<file path="config.mk">
export PLATFORM = sky130hd
export DESIGN_NAME = synth_i2c_write_control
export DESIGN_NICKNAME = d
export VERILOG_FILES = /design/src/rtl/line_sync.v /design/src/rtl/ref_ratio_lut.v /design/src/rtl/synth_i2c_write_control.v
export VERILOG_INCLUDE_DIRS = /design/src /design/src/rtl
export SDC_FILE = /design/constraint.sdc
export NUM_CORES = 1
export LEC_CHECK = 0
export ABC_CLOCK_PERIOD_IN_PS = 3490
export BUFFER_PORTS_ARGS = -buffer_cell sky130_fd_sc_hd__buf_2
export CORE_MARGIN = 2
export CORE_UTILIZATION = 34
export DETAILED_ROUTE_END_ITERATION = 16
export PLACE_DENSITY = 0.59
export SLEW_MARGIN = 20
export SYNTH_ARGS = -nofsm -noshare
export SYNTH_HDL_FRONTEND = slang
export SYNTH_SLANG_ARGS = --single-unit
</file>
<file path="constraint.sdc">
create_clock -name core_clk -period 3.49 [get_ports core_clk]
set_clock_uncertainty 0.2 [all_clocks]
set_input_delay 0.1745 -clock core_clk [delete_from_list [all_inputs] [get_ports core_clk]]
set_output_delay 0.1745 -clock core_clk [all_outputs]
set_load 0.05 [all_outputs]
</file>
<file path="src/rtl/synth_ctl_consts.vh">
`ifndef SYNTH_CTL_CONSTS_VH
`define SYNTH_CTL_CONSTS_VH
// ----------------------------------------
// Address and byte layout
// ----------------------------------------
`define ADDR_FIXED_HI 5'h18
`define BYTE_SEL_BIT 7
`define RW_WRITE 1'b0
// ----------------------------------------
// Power-on defaults of the four staged bytes
// ----------------------------------------
`define CTL_B_TOP_RESET 4'h1
`define CTL_B_BIT2_RESET 1'b1
`define CTL_A_RESET 8'h80
`define RATIO_HI_RESET 8'h00
`define RATIO_LO_RESET 8'h00
// ----------------------------------------
// Byte sequence positions
// ----------------------------------------
`define SEQ_B2 2'd0
`define SEQ_B3 2'd1
`define SEQ_B4 2'd2
`define SEQ_B5 2'd3
// ----------------------------------------
// Strap decode codes
// ----------------------------------------
`define STRAP_LOW 2'd0
`define STRAP_OPEN 2'd1
`define STRAP_MID 2'd2
`define STRAP_HIGH 2'd3
`endif

</file>
<file path="src/rtl/line_sync.v">
`timescale 1ns/1ps
// ----------------------------------------
// Two flop synchroniser per bit
// ----------------------------------------
module line_sync #(
  parameter WIDTH = 2
) (
  input wire core_clk,
  input wire resetn,
  input wire [WIDTH-1:0] async_in,
  output reg [WIDTH-1:0] sync_out
);
  reg [WIDTH-1:0] stage_one; // First stage, read only by second

  // Two flops, idle high for bus lines
  always @(posedge core_clk or negedge resetn)
  begin
    if (!resetn)
    begin
      stage_one <= {WIDTH{1'b1}};
      sync_out <= {WIDTH{1'b1}};
    end
    else
    begin
      stage_one <= async_in;
      sync_out <= stage_one;
    end
  end
endmodule

</file>
<file path="src/rtl/ref_ratio_lut.v">
`timescale 1ns/1ps
// ----------------------------------------
// Reference divider ratio lookup
// ----------------------------------------
module ref_ratio_lut (
  input wire [3:0] code,
  output reg [8:0] ratio
);
  // Code to divide ratio
  always @*
  begin
    case (code)
      4'h0: ratio = 9'd2;
      4'h1: ratio = 9'd4;
      4'h2: ratio = 9'd8;
      4'h3: ratio = 9'd16;
      4'h4: ratio = 9'd32;
      4'h5: ratio = 9'd64;
      4'h6: ratio = 9'd128;
      4'h7: ratio = 9'd256;
      4'h8: ratio = 9'd24;
      4'h9: ratio = 9'd5;
      4'hA: ratio = 9'd10;
      4'hB: ratio = 9'd20;
      4'hC: ratio = 9'd40;
      4'hD: ratio = 9'd80;
      4'hE: ratio = 9'd160;
      default: ratio = 9'd320;
    endcase
  end
endmodule

</file>
<file path="src/rtl/synth_i2c_write_control.v">
`timescale 1ns/1ps
`include "synth_ctl_consts.vh"
module synth_i2c_write_control (
  input wire core_clk,
  input wire resetn,
  input wire scl_in,
  input wire sda_in,
  output reg sda_out,
  output reg sda_oe,
  input wire [1:0] addr_strap_pin,
  output reg [16:0] main_ratio_bits,
  output reg halve_prescale_en,
  output reg [3:0] ref_ratio_sel,
  output reg [8:0] ref_ratio,
  output reg pump_current_sel_hi,
  output reg pump_current_sel_lo,
  output reg refout_en,
  output reg refout_sel,
  output reg ref_out_oe,
  output reg ref_out_is_comp,
  output reg test_mode,
  output reg [2:0] test_sel,
  output reg port3_out,
  output reg port2_or_test2,
  output reg port1_or_test1,
  output reg port0_or_test0,
  output reg [3:0] port_oe
);
  // ----------------------------------------
  // Input synchronisation
  // ----------------------------------------
  wire [1:0] bus_sync; // Synced scl, sda
  wire [1:0] strap_sync; // Synced strap code
  reg scl_d; // Previous scl
  reg sda_d; // Previous sda
  line_sync #(.WIDTH(2)) u_bus_sync (
    .core_clk(core_clk),
    .resetn(resetn),
    .async_in({scl_in, sda_in}),
    .sync_out(bus_sync)
  );
  line_sync #(.WIDTH(2)) u_strap_sync (
    .core_clk(core_clk),
    .resetn(resetn),
    .async_in(addr_strap_pin),
    .sync_out(strap_sync)
  );
  wire scl_s = bus_sync[1]; // Synced bus clock
  wire sda_s = bus_sync[0]; // Synced bus data
  // ----------------------------------------
  // Bus edge and condition detect
  // ----------------------------------------
  // Sync lag is a few core cycles, far inside any
  // fast mode clock phase, so bits are taken safely
  wire scl_rise = scl_s & ~scl_d;
  wire scl_fall = ~scl_s & scl_d;
  // Data moving while clock high marks START or STOP
  wire start_det = scl_s & scl_d & sda_d & ~sda_s;
  wire stop_det = scl_s & scl_d & ~sda_d & sda_s;

  // ----------------------------------------
  // Address decode
  // ----------------------------------------
  // Strap code to address bits
  function [1:0] strap_decode;
    input [1:0] code;
    begin
      case (code)
        `STRAP_LOW: strap_decode = 2'b00;
        `STRAP_OPEN: strap_decode = 2'b01;
        `STRAP_MID: strap_decode = 2'b10;
        default: strap_decode = 2'b11;
      endcase
    end
  endfunction

  // ----------------------------------------
  // Bus state machine
  // ----------------------------------------
  localparam ST_IDLE = 3'd0;
  localparam ST_ADDR = 3'd1;
  localparam ST_ACK = 3'd2;
  localparam ST_DATA = 3'd3;
  localparam ST_IGNORE = 3'd4;
  reg [2:0] state; // Bus state
  reg [3:0] bit_cnt; // Bits shifted this byte
  reg [7:0] shift; // Incoming byte
  reg is_addr; // Ack belongs to address byte
  reg first_data; // Next data byte is first
  reg [1:0] seq; // Expected byte position
  reg ack_hold; // Ack clock high phase seen
  // ----------------------------------------
  // Byte staging
  // ----------------------------------------
  // Staged bytes, held apart from the active set
  // so a sweep of bytes 2 and 3 moves the ratio only at STOP
  reg [7:0] main_ratio_high; // Byte 2 stage
  reg [7:0] main_ratio_low; // Byte 3 stage
  reg [7:0] loop_control_a; // Byte 4 stage
  reg [7:0] loop_control_b; // Byte 5 stage
  reg [3:0] got; // Bytes seen this transfer
  reg apply; // Pulse to load active set
  reg [1:0] my_addr; // Decoded strap bits
  // Shift register input, MSB first
  wire [7:0] rx_byte = {shift[6:0], sda_s};
  // Byte is complete in shift at the clock fall after bit 8,
  // so its first bit is read from shift, not rx_byte
  wire [1:0] pos = first_data ? (shift[`BYTE_SEL_BIT] ? `SEQ_B4 : `SEQ_B2) : seq;

  // ----------------------------------------
  // Strap capture
  // ----------------------------------------
  // Strap latched every clock after reset release
  // Strap is static, so resampling costs nothing
  always @(posedge core_clk or negedge resetn)
  begin
    if (!resetn)
      my_addr <= 2'b00;
    else
      my_addr <= strap_decode(strap_sync);
  end

  // Edges of the bus lines
  // Previous levels reset to the idle high of the pins
  always @(posedge core_clk or negedge resetn)
  begin
    if (!resetn)
    begin
      scl_d <= 1'b1;
      sda_d <= 1'b1;
    end
    else
    begin
      scl_d <= scl_s;
      sda_d <= sda_s;
    end
  end

  // Receive, acknowledge and stage bytes
  always @(posedge core_clk or negedge resetn)
  begin
    if (!resetn)
    begin
      // Idle bus, nothing driven
      state <= ST_IDLE;
      bit_cnt <= 4'h0;
      shift <= 8'h00;
      is_addr <= 1'b0;
      first_data <= 1'b0;
      seq <= `SEQ_B2;
      ack_hold <= 1'b0;
      // Staged bytes take power-on values
      main_ratio_high <= `RATIO_HI_RESET;
      main_ratio_low <= `RATIO_LO_RESET;
      loop_control_a <= `CTL_A_RESET;
      loop_control_b <= {`CTL_B_TOP_RESET, 1'b0, `CTL_B_BIT2_RESET, 2'b00};
      got <= 4'h0;
      apply <= 1'b0;
      sda_out <= 1'b0;
      sda_oe <= 1'b0;
    end
    else
    begin
      apply <= 1'b0;
      sda_out <= 1'b0;
      if (stop_det)
      begin
        // STOP ends transfer; partial set applied
        state <= ST_IDLE;
        sda_oe <= 1'b0;
        if (got != 4'h0)
          apply <= 1'b1;
        got <= 4'h0;
      end
      else if (start_det)
      begin
        // START or repeated START
        state <= ST_ADDR;
        bit_cnt <= 4'h0;
        sda_oe <= 1'b0;
        got <= 4'h0;
      end
      else
      begin
        case (state)
          ST_ADDR, ST_DATA:
          begin
            // Shift on clock rise, act on the fall after bit 8
            if (scl_rise)
            begin
              shift <= rx_byte;
              bit_cnt <= bit_cnt + 4'h1;
            end
            if (scl_fall && bit_cnt == 4'd8)
            begin
              bit_cnt <= 4'h0;
              if (state == ST_ADDR)
              begin
                // Address check, write only
                if (shift[7:3] == `ADDR_FIXED_HI && shift[2:1] == my_addr &&
                    shift[0] == `RW_WRITE)
                begin
                  state <= ST_ACK;
                  is_addr <= 1'b1;
                  first_data <= 1'b1;
                  sda_oe <= 1'b1;
                end
                else
                  state <= ST_IGNORE;
              end
              else
              begin
                // Stage byte at its position
                case (pos)
                  `SEQ_B2: main_ratio_high <= shift;
                  `SEQ_B3: main_ratio_low <= shift;
                  `SEQ_B4: loop_control_a <= shift;
                  default: loop_control_b <= shift;
                endcase
                // Next position wraps after byte 5
                seq <= pos + 2'd1;
                first_data <= 1'b0;
                // Full set: every position seen, close the group
                if ((got | (4'h1 << pos)) == 4'hF)
                begin
                  apply <= 1'b1;
                  got <= 4'h0;
                end
                else
                  got <= got | (4'h1 << pos);
                state <= ST_ACK;
                is_addr <= 1'b0;
                sda_oe <= 1'b1;
              end
            end
          end
          ST_ACK:
          begin
            // Ack stands through the whole clock high phase
            // Release after the ack clock pulse
            if (scl_rise)
              ack_hold <= 1'b1;
            if (scl_fall && ack_hold)
            begin
              ack_hold <= 1'b0;
              sda_oe <= 1'b0;
              state <= ST_DATA;
            end
          end
          // Foreign address or read: stay quiet until START
          ST_IGNORE:
            sda_oe <= 1'b0;
          // Idle: wait for START
          default:
            sda_oe <= 1'b0;
        endcase
      end
    end
  end

  // ----------------------------------------
  // Active register set
  // ----------------------------------------
  wire [8:0] lut_ratio; // Decoded reference ratio
  ref_ratio_lut u_lut (
    .code(loop_control_a[3:0]),
    .ratio(lut_ratio)
  );
  // Test mode: reference output off, select set
  wire tmode = ~loop_control_b[5] & loop_control_b[4];

  // Load active outputs on apply
  always @(posedge core_clk or negedge resetn)
  begin
    if (!resetn)
    begin
      // Bits left open at power-on come up as zero
      main_ratio_bits <= 17'h0_0000;
      halve_prescale_en <= 1'b0;
      ref_ratio_sel <= 4'h0;
      ref_ratio <= 9'd2;
      pump_current_sel_hi <= 1'b0;
      pump_current_sel_lo <= 1'b0;
      refout_en <= 1'b0;
      refout_sel <= 1'b1;
      ref_out_oe <= 1'b0;
      ref_out_is_comp <= 1'b0;
      test_mode <= 1'b1;
      // Test select follows the power-on low bits of byte 5
      test_sel <= {`CTL_B_BIT2_RESET, 2'b00};
      port3_out <= 1'b0;
      port2_or_test2 <= `CTL_B_BIT2_RESET;
      port1_or_test1 <= 1'b0;
      port0_or_test0 <= 1'b0;
      port_oe <= 4'h0;
    end
    else if (apply)
    begin
      // Whole set moves together on one apply
      main_ratio_bits <= {loop_control_a[6:5], main_ratio_high[6:0],
                          main_ratio_low};
      halve_prescale_en <= loop_control_a[4];
      ref_ratio_sel <= loop_control_a[3:0];
      ref_ratio <= lut_ratio;
      pump_current_sel_hi <= loop_control_b[7];
      pump_current_sel_lo <= loop_control_b[6];
      refout_en <= loop_control_b[5];
      refout_sel <= loop_control_b[4];
      ref_out_oe <= loop_control_b[5];
      ref_out_is_comp <= loop_control_b[5] & loop_control_b[4];
      test_mode <= tmode;
      test_sel <= tmode ? loop_control_b[2:0] : 3'b000;
      port3_out <= loop_control_b[3];
      port2_or_test2 <= loop_control_b[2];
      port1_or_test1 <= loop_control_b[1];
      port0_or_test0 <= loop_control_b[0];
      // Open collector: enable pulls low when bit is 1, except port 0 in test mode
      port_oe <= {loop_control_b[3:1], loop_control_b[0] & ~tmode};
    end
  end
endmodule

</file>
==> flow_summary.toml, run 1 <==
[grt]
grt_start_max_net_pins = 59
grt_antenna_before_repair = 0
global_route_wire_length_before_repair_um = 14600
use_met1_pct = 16.8
grtUsageMet2_pct = 19.0
met3_usage_pct = 3.80
grt.total_usage_pct = 12.6
overflow = 0
number_of_global_route_vias_before_repair = 2812
globalRoute.busiestLayer = "met2"

[synthesis]
synth_async_sr_flop_share_pct = 100
synthDistinctLibCells = 54
ys.flop_type = "sky130_fd_sc_hd__dfrtp_1"
yosysWarnings = 0
ys_ff_latch = 113
post_synth_instance_area_um2 = 4900
synthCells = 357
ys_seq_area_share_pct = 58.1
synth.avg_cell_area_um2 = 13.7
number_of_nets_in_the_synthesized_netlist = 372
number_of_enable_type_register_cells_in_the_synthesized_netlist = 0

[clock_network]
clockRootBuffer = "sky130_fd_sc_hd__clkbuf_16"
postCtsSetupBuffers = 0
cts_inserted_buffers = 17
post_cts.resized_instances = 0
clk_pin_slew_ps = 50
tritoncts = "done"
clock_path_buffers = 2
htreeDepth = 4
clock_sink_count = 113
clk-insertion-delay-late_ps = 400
hold_buffers = 5

[sta]
fin_setup_tns_ps = 0
timing.fmax_ghz = 0.443
post-route-min-period_ps = 2260
final.hold.worst_slack_ps = 154
max_slew_margin_pct = 29.1
layout_worst_path_cycle_share_pct = 64.6
report.final.setup_viol = 0
timing.final.hold_violations = 0
unrepaired_setup_endpoints_after_global_routing = "no"
finalMaxSlewViolations = 0
tightestPinTransition_ps = 1060

[critical_path]
crit_path_dat_ps = 2360
crit_path_max_fanout = 7
critical_path_capture_point_type = "register"
timing.critical_path.required_ps = 3590
setup.worst_path.class = "reg2reg"
worstSetupStartpointType = "register"

[layout]
most-common-layout-cells = "sky130_fd_sc_hd__dfrtp_1 (95), sky130_fd_sc_hd__buf_2 (54), sky130_fd_sc_hd__mux2_2 (37), sky130_fd_sc_hd__mux2_4 (30), sky130_fd_sc_hd__inv_1 (28)"
nets = 436
n_fill_cell = 1300
most_common_cell_after_layout_fill_and_taps_aside = "sky130_fd_sc_hd__dfrtp_1"
num_antenna_cells = 0
fin_cells = 614
area_overhead_vs_synth_pct = 22.5
layout-drive-gt1-share_pct = 42.9

[drt]
routed_wirelength_um = 8890
vias = 2853
routed_wire_per_std_cell_um = 14.5
avgViaCountPerCell = 4.65
drt_first_pass_iters = 4
drc = 0
dr.first_iter.drc_count = 124
ant_nets = 0

[floorplanning]
die_area_um2 = 15400
die_width_um = 124
io_pins = 57
fp.coreArea_um2 = 14000
chipHeight_um = 124
start_util_pct = 35.1
core.rowCount = 43

[hold_path]
hold_path.class = "reg2reg"

[power_and_ir_drop]
total_leakage_power_nw = 3.06
worst_ir_drop_vdd_uv = 315
power_density_nw_per_um2 = 554

[placed_design]
portBuffers = 55
post-dp-hpwl_um = 5840
placed_cells_incl_taps = 577
gp_routability_congestion = 0.804

[job]
max_cap_violations = 0

[outcome]
status = "complete, no violations"
[state kept, by name, indices dropped and copies added, names as in the netlist, 4 cells and up]
name,cells
bit_cnt,4
got,4
loop_control_a,7
loop_control_b,8
main_ratio_bits,17
main_ratio_high,7
main_ratio_low,8
ref_ratio,9
ref_ratio_sel,4
shift,8
[kinds of logic after synthesis]
logic type | Yosys count | synth area share [%]
simple gates | 63 | 9.00
compound gates | 53 | 7.40
mux | 70 | 18.3
buf+inv | 44 | 4.13
other cells | 1 | 0.0765
xor+xnor | 4 | 0.714
flops | 113 | 58.1
fa+ha+maj | 9 | 2.30
[layout make-up]
cell class,instances,area (um2),area share (%)
sequential,113,2850,47.4
multi-input combinational,200,1850,30.8
clock buffer,23,498,8.29
timing repair buffer,61,348,5.79
tap,180,225,3.75
clock inverter,9,129,2.14
inverter,28,105,1.75
[per-stage QoR]
step	util, %	cell area, um2	setup WS [ps]	power (mW)
3_3_place_gp	38.1	5330	1380	1.55
6_report	43.0	6010	1230	3.33
5_1_grt	43.0	6010	1100	3.46
2_1_floorplan	-	4900	1480	1.49
3_5_place_dp	38.1	5330	1270	1.56
4_1_cts	43.0	6010	1270	3.38
[synthesized netlist by cell type (2+ instances only)]
master                     number  area share (%)
sky130_fd_sc_hd__dfrtp_1       96              49
sky130_fd_sc_hd__mux2_2        37             8.5
sky130_fd_sc_hd__mux2_4        30             9.2
sky130_fd_sc_hd__inv_1         28             2.1
sky130_fd_sc_hd__dfstp_2       17             9.1
sky130_fd_sc_hd__nand2_1       13            0.99
sky130_fd_sc_hd__o21ai_0       13             1.3
sky130_fd_sc_hd__ha_1           9             2.3
sky130_fd_sc_hd__clkbuf_1       8            0.61
sky130_fd_sc_hd__nor2_1         8            0.61
sky130_fd_sc_hd__o22ai_1        8             1.0
sky130_fd_sc_hd__a21oi_1        7            0.71
sky130_fd_sc_hd__nand3_1        7            0.71
sky130_fd_sc_hd__a22oi_1        6            0.92
sky130_fd_sc_hd__buf_4          5            0.77
sky130_fd_sc_hd__nor3_1         5            0.51
sky130_fd_sc_hd__nand2_8        4             1.6
sky130_fd_sc_hd__nand2b_1       4            0.51
sky130_fd_sc_hd__nor2b_1        4            0.51
sky130_fd_sc_hd__a21o_1         3            0.46
sky130_fd_sc_hd__mux2i_1        3            0.61
sky130_fd_sc_hd__o211ai_1       3            0.46
sky130_fd_sc_hd__xnor2_1        3            0.54
sky130_fd_sc_hd__and3_1         2            0.26
sky130_fd_sc_hd__and3b_2        2            0.41
sky130_fd_sc_hd__buf_2          2            0.20
sky130_fd_sc_hd__nor3b_1        2            0.31
sky130_fd_sc_hd__or3b_1         2            0.36
[per-layer routing]
metal	up-vias	routed length, um
met5	-	0
met4	0	80
met3	10	378
met2	60	4060
met1	1403	4370
li1	1380	-
[final timing paths]
kind,startpoint,endpoint,slack (ps),depth (start not counted)
max in group asynchronous,resetn,loop_control_b[2]$_DFFE_PN1P_,2120,3
min,u_strap_sync.stage_one[0]$_DFF_PN1_,u_strap_sync.sync_out[0]$_DFF_PN1_,150,0
max,first_data$_DFFE_PN0P_,got[2]$_DFFE_PN0P_,1230,7
min in group asynchronous,resetn,port0_or_test0$_DFFE_PN0P_,180,2
min reg2reg,u_strap_sync.stage_one[0]$_DFF_PN1_,u_strap_sync.sync_out[0]$_DFF_PN1_,150,0
max reg2reg,first_data$_DFFE_PN0P_,got[2]$_DFFE_PN0P_,1230,7
[power breakdown]
group	total, mW	switching [mW]	internal (mW)
clock network	1.79	0.579	1.21
logic	0.121	0.0639	0.0567
registers	1.42	0.0626	1.35
total	3.33	0.705	2.63
[critical path, stage by stage, from the launching register on]
cell and delay [ps]:
sky130_fd_sc_hd__dfrtp_1 410, sky130_fd_sc_hd__mux2i_1 260, sky130_fd_sc_hd__inv_1 90, sky130_fd_sc_hd__ha_1 300, sky130_fd_sc_hd__o22a_1 230, sky130_fd_sc_hd__o21ai_1 250
sky130_fd_sc_hd__o21bai_1 190, sky130_fd_sc_hd__a22oi_1 230
No activity file was read; power rests on OpenSTA's default activity.
==> run 2, diff against run 1 <==
--- a/config.mk
+++ b/config.mk
@@ -6,12 +6,12 @@
 export SDC_FILE = /design/constraint.sdc
 export NUM_CORES = 1
 export LEC_CHECK = 0
-export ABC_CLOCK_PERIOD_IN_PS = 3490
+export ABC_CLOCK_PERIOD_IN_PS = 1910
 export BUFFER_PORTS_ARGS = -buffer_cell sky130_fd_sc_hd__buf_2
 export CORE_MARGIN = 2
 export CORE_UTILIZATION = 34
 export DETAILED_ROUTE_END_ITERATION = 16
-export PLACE_DENSITY = 0.59
+export PLACE_DENSITY = 0.61
 export SLEW_MARGIN = 20
 export SYNTH_ARGS = -nofsm -noshare
 export SYNTH_HDL_FRONTEND = slang
==> constraint.sdc (replaced) <==
create_clock -name core_clk -period 1.91 [get_ports core_clk]
set_clock_uncertainty 0.2 [all_clocks]
set_input_delay 0.0955 -clock core_clk [delete_from_list [all_inputs] [get_ports core_clk]]
set_output_delay 0.0955 -clock core_clk [all_outputs]
set_load 0.05 [all_outputs]
==> run 2 against run 1 <==
Compared with the run above: the flow now finishes with violations (negative setup slack); critical path depth stayed put; clock power is 65% higher; combinational power grew to 3.1 times the previous value; wire length is 9.0% higher; worst setup slack worse by 1300 ps; via count is 5.8% higher; count of clock-buffer cells in the layout stayed put; sequential share of layout area is 2.2 points lower; register-to-register slack worse by 1300 ps; non-clock buffer count is 30 higher.
==> flow_summary.toml, run 2 (synthesis results as in run 1) <==
[critical_path]
critical_path_capture_point_type = "register"
cpLargestDelayFamily = "compound AO/OA/AOI/OAI gates"
setup.worst_path.class = "reg2reg"
worstSetupStartpoint = "first_data$_DFFE_PN0P_"
worstPathBufferInverterCount = 1
setup.reg_to_reg.worst_slack_ps = -20
cp_cell_sequence = "mux2i_2 > inv_2 > ha_4 > o22a_1 > o21ai_4 > mux2_2 > a32o_1"
path_length_in_cells_of_the_critical_path = 7
regToRegStartpoint = "first_data$_DFFE_PN0P_"
timing.critical_path.to = "got[0]$_DFFE_PN0P_"
timing.critical_path.required_ps = 2010
worstRegToRegCells = 7
crit_path_max_fanout = 7
crit-reg2reg-capture = "got[0]$_DFFE_PN0P_"
slowest_delay_ps = 410
crit_path_dat_ps = 2020
worstSetupStartpointType = "register"
crit_slowest_cell = "sky130_fd_sc_hd__dfrtp_1"

[clock_network]
clockRootBuffer = "sky130_fd_sc_hd__clkbuf_16"
clock_sink_count = 113
clk_pin_slew_ps = 60
cts_inserted_buffers = 17
clk-insertion-delay-late_ps = 410
htreeDepth = 4
clock_path_buffers = 2
tritoncts = "done"

[outcome]
status = "complete, but fails checks"
violations = "negative setup slack"

[sta]
report.final.setup_viol = 1
post-route-min-period_ps = 1930
timing.final.hold_violations = 0
timing.fmax_ghz = 0.519
final.hold.worst_slack_ps = 129
finalWorstSetupSlack_ps = -15.5
fin_setup_tns_ps = -15.5
layout_worst_path_cycle_share_pct = 101
unrepaired_setup_endpoints_after_global_routing = "yes"
finalMaxSlewViolations = 0

[power_and_ir_drop]
power_density_nw_per_um2 = 930
worst_ir_drop_vdd_uv = 565
total_leakage_power_nw = 3.18
total_power_mw = 5.86

[grt]
met3_usage_pct = 4.67
grtUsageMet2_pct = 20.2
global_route_wire_length_before_repair_um = 15700
grt_antenna_before_repair = 0
grt_start_max_net_pins = 54
use_met1_pct = 17.9
globalRoute.busiestLayer = "met2"
number_of_global_route_vias_before_repair = 3109
grt.total_usage_pct = 13.5
overflow = 0

[hold_path]
hold_path.class = "in2reg"

[layout]
n_fill_cell = 1282
layout-drive-gt1-share_pct = 49.4
largestRegisters = "main_ratio_bits (17), ref_ratio (9)"
num_antenna_cells = 0
most-common-layout-cells = "sky130_fd_sc_hd__dfrtp_1 (95), sky130_fd_sc_hd__buf_2 (54), sky130_fd_sc_hd__mux2_2 (37), sky130_fd_sc_hd__mux2_4 (30), sky130_fd_sc_hd__buf_4 (27)"
largest_reg_flops = 17
area_overhead_vs_synth_pct = 28.6
regMostFlops = "main_ratio_bits"
most_common_cell_after_layout_fill_and_taps_aside = "sky130_fd_sc_hd__dfrtp_1"
fin_area_um2 = 6310
nets = 466

[floorplanning]
start_util_pct = 35.1
die_width_um = 124
io_pins = 57
core.rowCount = 43
die_area_um2 = 15400
chipHeight_um = 124
fp.coreArea_um2 = 14000

[drt]
vias = 3019
drc = 0
drt_first_pass_iters = 4
routed_wirelength_um = 9690
avgViaCountPerCell = 4.69
dr.first_iter.drc_count = 123
ant_nets = 0
routed_wire_per_std_cell_um = 15.0

[placed_design]
gp_routability_congestion = 0.806
placed_cell_area_um2 = 5560
post-dp-hpwl_um = 6540
portBuffers = 55
detailedPlace.worstSlack_ps = -38.6

[job]
max_cap_violations = 0
==> run 2: cell types whose count changed in the layout (fill, tap and decap cells not counted), sizes merged <==
| cell | before | now |
|---|---|---|
| clkinv | 4 | 3 |
| bufinv | 3 | 1 |
| clkinvlp | 2 | 5 |
| dlygate4sd3 | 5 | 6 |
| buf | 56 | 85 |
==> run 2: worst min path at each step <==
stage / from / end / slack [ps] / depth (start not counted)
2_1_floorplan: resetn / ack_hold$_DFFE_PN0P_ / -400 / 0
3_3_place_gp: resetn / ref_ratio[2]$_DFFE_PN0P_ / -140 / 1
3_5_place_dp: resetn / ref_ratio[2]$_DFFE_PN0P_ / -140 / 1
4_1_cts: scl_in / u_bus_sync.stage_one[1]$_DFF_PN1_ / 110 / 2
5_1_grt: sda_in / u_bus_sync.stage_one[0]$_DFF_PN1_ / 120 / 2
6_report: scl_in / u_bus_sync.stage_one[1]$_DFF_PN1_ / 130 / 2
==> run 2: through the flow <==
step           instances  util (%)
5_1_grt              644      45.1
4_1_cts              644      44.5
6_report             644      45.1
2_1_floorplan        357         -
3_5_place_dp         603      39.7
3_3_place_gp         603      39.7
==> run 2: power breakdown <==
group | internal [mW] | switching, mW | leakage [nW]
combinational | 0.174 | 0.196 | 1.42
clock | 1.88 | 1.08 | 0.261
sequential | 2.48 | 0.0599 | 1.50
==> run 2: metal layers <==
metal	wire length, um	share of wire (%)	vias up
li1	-	-	1436
met1	4560	47	1501
met2	4500	46	69
met3	503	5.2	13
met4	129	1.3	0
met5	0	0	-
==> run 2: worst register-to-register path: stages, from the launching register on <==
cell	delay [ps]
sky130_fd_sc_hd__dfrtp_1	410
sky130_fd_sc_hd__mux2i_2	180
sky130_fd_sc_hd__inv_2	110
sky130_fd_sc_hd__ha_4	150
sky130_fd_sc_hd__o22a_1	180
sky130_fd_sc_hd__o21ai_4	110
sky130_fd_sc_hd__mux2_2	270
sky130_fd_sc_hd__a32o_1	200
==> run 2: layout make-up <==
cell class | instances | area (um2) | area share [%]
clock inverter | 9 | 82.6 | 1.31
multi-input combinational | 200 | 1950 | 31.0
inverter | 28 | 105 | 1.67
tap | 180 | 225 | 3.57
sequential | 113 | 2850 | 45.2
timing repair buffer | 91 | 613 | 9.72
clock buffer | 23 | 478 | 7.58
==> run 2: timing repair <==
action,4_1_cts,5_1_grt
buffers inserted,3,0
pin swaps,2,7
endpoints found under the hold margin,105,0
resized for setup,2,16
hold buffers,6,0
endpoints found under the setup margin,24,38
==> run 3, diff against run 2 <==
--- a/config.mk
+++ b/config.mk
@@ -12,6 +12,7 @@
 export CORE_UTILIZATION = 34
 export DETAILED_ROUTE_END_ITERATION = 16
 export PLACE_DENSITY = 0.61
+export RECOVER_POWER = 25
 export SLEW_MARGIN = 20
 export SYNTH_ARGS = -nofsm -noshare
 export SYNTH_HDL_FRONTEND = slang
==> constraint.sdc (replaced) <==
create_clock -name core_clk -period 1.91 [get_ports core_clk]
set_clock_uncertainty 0.2 [all_clocks]
set_input_delay 0 -clock core_clk [delete_from_list [all_inputs] [get_ports core_clk]]
set_output_delay 0 -clock core_clk [all_outputs]
set_load 0.05 [all_outputs]
==> run 3 against run 2 <==
Compared with the run above: the flow still finishes with violations (negative setup slack); non-clock buffer count rose by 2; maximum frequency rose by 0.60%; global-route usage rose by 0.73 points; sequential cell count did not move; register-to-register slack barely moved; critical path depth fell by 1; final cell count rose by 0.31%; first-iteration DRC count rose by 40%; via count rose by 0.89%; critical path type unchanged.
==> flow_summary.toml, run 3 (synthesis results as in run 1) <==
[layout]
largest_reg_flops = 17
largestRegisters = "main_ratio_bits (17), ref_ratio (9)"
layout-drive-gt1-share_pct = 40.3
num_antenna_cells = 0
nets = 468
layout.core_utilization_pct = 45.2
fin_area_um2 = 6320
most-common-layout-cells = "sky130_fd_sc_hd__dfrtp_1 (95), sky130_fd_sc_hd__clkbuf_1 (47), sky130_fd_sc_hd__mux2_2 (36), sky130_fd_sc_hd__mux2_4 (31), sky130_fd_sc_hd__buf_4 (29)"
most_common_cell_after_layout_fill_and_taps_aside = "sky130_fd_sc_hd__dfrtp_1"
area_overhead_vs_synth_pct = 28.8
regMostFlops = "main_ratio_bits"

[outcome]
status = "complete, but fails checks"
violations = "negative setup slack"

[sta]
finalMaxSlewViolations = 0
report.final.setup_viol = 1
timing.fmax_ghz = 0.522
tightestPinTransition_ps = 654
unrepaired_setup_endpoints_after_global_routing = "yes"
timing.final.hold_violations = 0
post-route-min-period_ps = 1910
layout_worst_path_cycle_share_pct = 100
finalWorstSetupSlack_ps = -4.09
max_slew_margin_pct = 56.6

[critical_path]
setup.reg_to_reg.worst_slack_ps = -4
worstSetupStartpointType = "register"
regToRegStartpoint = "first_data$_DFFE_PN0P_"
crit_path_dat_ps = 2010
critical_path_capture_point_type = "register"
crit-reg2reg-capture = "got[0]$_DFFE_PN0P_"
setup.worst_path.class = "reg2reg"
crit_path_max_fanout = 7
timing.critical_path.required_ps = 2000
worstRegToRegCells = 6

[floorplanning]
start_util_pct = 35.1
die_width_um = 124
fp.coreArea_um2 = 14000
core.rowCount = 43
io_pins = 57
chipHeight_um = 124
die_area_um2 = 15400

[power_and_ir_drop]
total_leakage_power_nw = 3.02
power_density_nw_per_um2 = 970
total_power_mw = 6.12
worst_ir_drop_vdd_uv = 577

[grt]
global_route_wire_length_before_repair_um = 16600
overflow = 0
number_of_global_route_vias_before_repair = 3232
grt.total_usage_pct = 14.3
grt_antenna_before_repair = 0
grt_start_max_net_pins = 54

[placed_design]
post-dp-hpwl_um = 6790
detailedPlace.worstSlack_ps = -16.5
placed_cell_area_um2 = 5580
portBuffers = 55
gp_routability_congestion = 0.858

[clock_network]
clk-insertion-delay-late_ps = 410
clock_path_buffers = 2
clock_sink_count = 113
clockRootBuffer = "sky130_fd_sc_hd__clkbuf_16"
clk_pin_slew_ps = 50
cts_inserted_buffers = 17
htreeDepth = 4
tritoncts = "done"

[hold_path]
hold_path.class = "in2reg"
whs_path_depth = 2
hold_end = "u_bus_sync.stage_one[0]$_DFF_PN1_"
hp-start = "sda_in"

[drt]
routed_wire_per_std_cell_um = 15.6
vias = 3046
drt_first_pass_iters = 4
dr.first_iter.drc_count = 172
routed_wirelength_um = 10100
drc = 0
ant_nets = 0
avgViaCountPerCell = 4.72

[job]
max_cap_violations = 0
## run 3: cell count changes in the layout (fill, tap and decap cells not counted), moves of 2 or more
cell,previous run,this run
sky130_fd_sc_hd__dfstp_2,17,15
sky130_fd_sc_hd__clkinvlp_4,5,3
sky130_fd_sc_hd__clkbuf_1,3,47
sky130_fd_sc_hd__bufinv_16,1,3
sky130_fd_sc_hd__buf_2,54,9
sky130_fd_sc_hd__dfstp_1,0,2
sky130_fd_sc_hd__nor3b_2,0,2
sky130_fd_sc_hd__buf_4,27,29
## run 3: repair_timing
action | 4_1_cts | 5_1_grt
hold buffers | 6 | 0
endpoints found under the hold margin | 103 | 0
resized for setup | 2 | 21
setup buffers | 0 | 3
setup endpoints to repair | 4 | 36
pin swaps | 3 | 8
## run 3: final cells by class
cell class              instances  area, um2
multi-input cells             200       1970
well taps                     180        225
repair buffers                 93        563
flip-flops and latches        113       2850
fillers                      1294       7670
clock inverters                10        133
inverters                      28        105
clock buffers                  22        474
## run 3: power by group
group / total (mW) / internal, mW / switching, mW
registers: 2.54 / 2.47 / 0.0621
clock network: 3.20 / 2.14 / 1.06
logic: 0.384 / 0.180 / 0.204
total: 6.12 / 4.80 / 1.33
## run 3: stage by stage
| step | setup TNS, ps | instances | hold slack [ps] |
|---|---|---|---|
| 2_1_floorplan | 0 | 357 | -496 |
| 3_3_place_gp | 0 | 605 | -215 |
| 3_5_place_dp | -33.5 | 605 | -204 |
| 4_1_cts | 0 | 643 | 9.64 |
| 5_1_grt | -679 | 646 | 18.4 |
| 6_report | -4.09 | 646 | 30.0 |
## run 3: layer usage
layer  wire, um  track usage (%)  share of wire, %  vias up
met3        526             4.95               5.2       12
met5          0                0                 0        -
met2       4710             23.0                47       66
met4        102             4.21               1.0        0
met1       4710             18.2                47     1524
li1           -                -                 -     1444
## run 3: how the worst max path moves through the flow
stage / from / end / slack (ps) / depth (start not counted)
finish: first_data$_DFFE_PN0P_ / got[0]$_DFFE_PN0P_ / -4 / 6
global route: first_data$_DFFE_PN0P_ / got[0]$_DFFE_PN0P_ / -50 / 6
CTS: first_data$_DFFE_PN0P_ / got[0]$_DFFE_PN0P_ / 1 / 7
detailed placement: first_data$_DFFE_PN0P_ / got[2]$_DFFE_PN0P_ / -20 / 7
global placement: bit_cnt[1]$_DFFE_PN0P_ / loop_control_b[7]$_DFFE_PN0P_ / 40 / 6
floorplan: first_data$_DFFE_PN0P_ / got[0]$_DFFE_PN0P_ / 20 / 7
## run 3: worst max-delay path, stage by stage, from the launching register on
cell and delay, ps:
sky130_fd_sc_hd__dfrtp_1 400, sky130_fd_sc_hd__mux2i_2 270, sky130_fd_sc_hd__buf_4 140, sky130_fd_sc_hd__ha_2 210
sky130_fd_sc_hd__o21ai_4 110, sky130_fd_sc_hd__mux2_4 270, sky130_fd_sc_hd__a32o_1 200
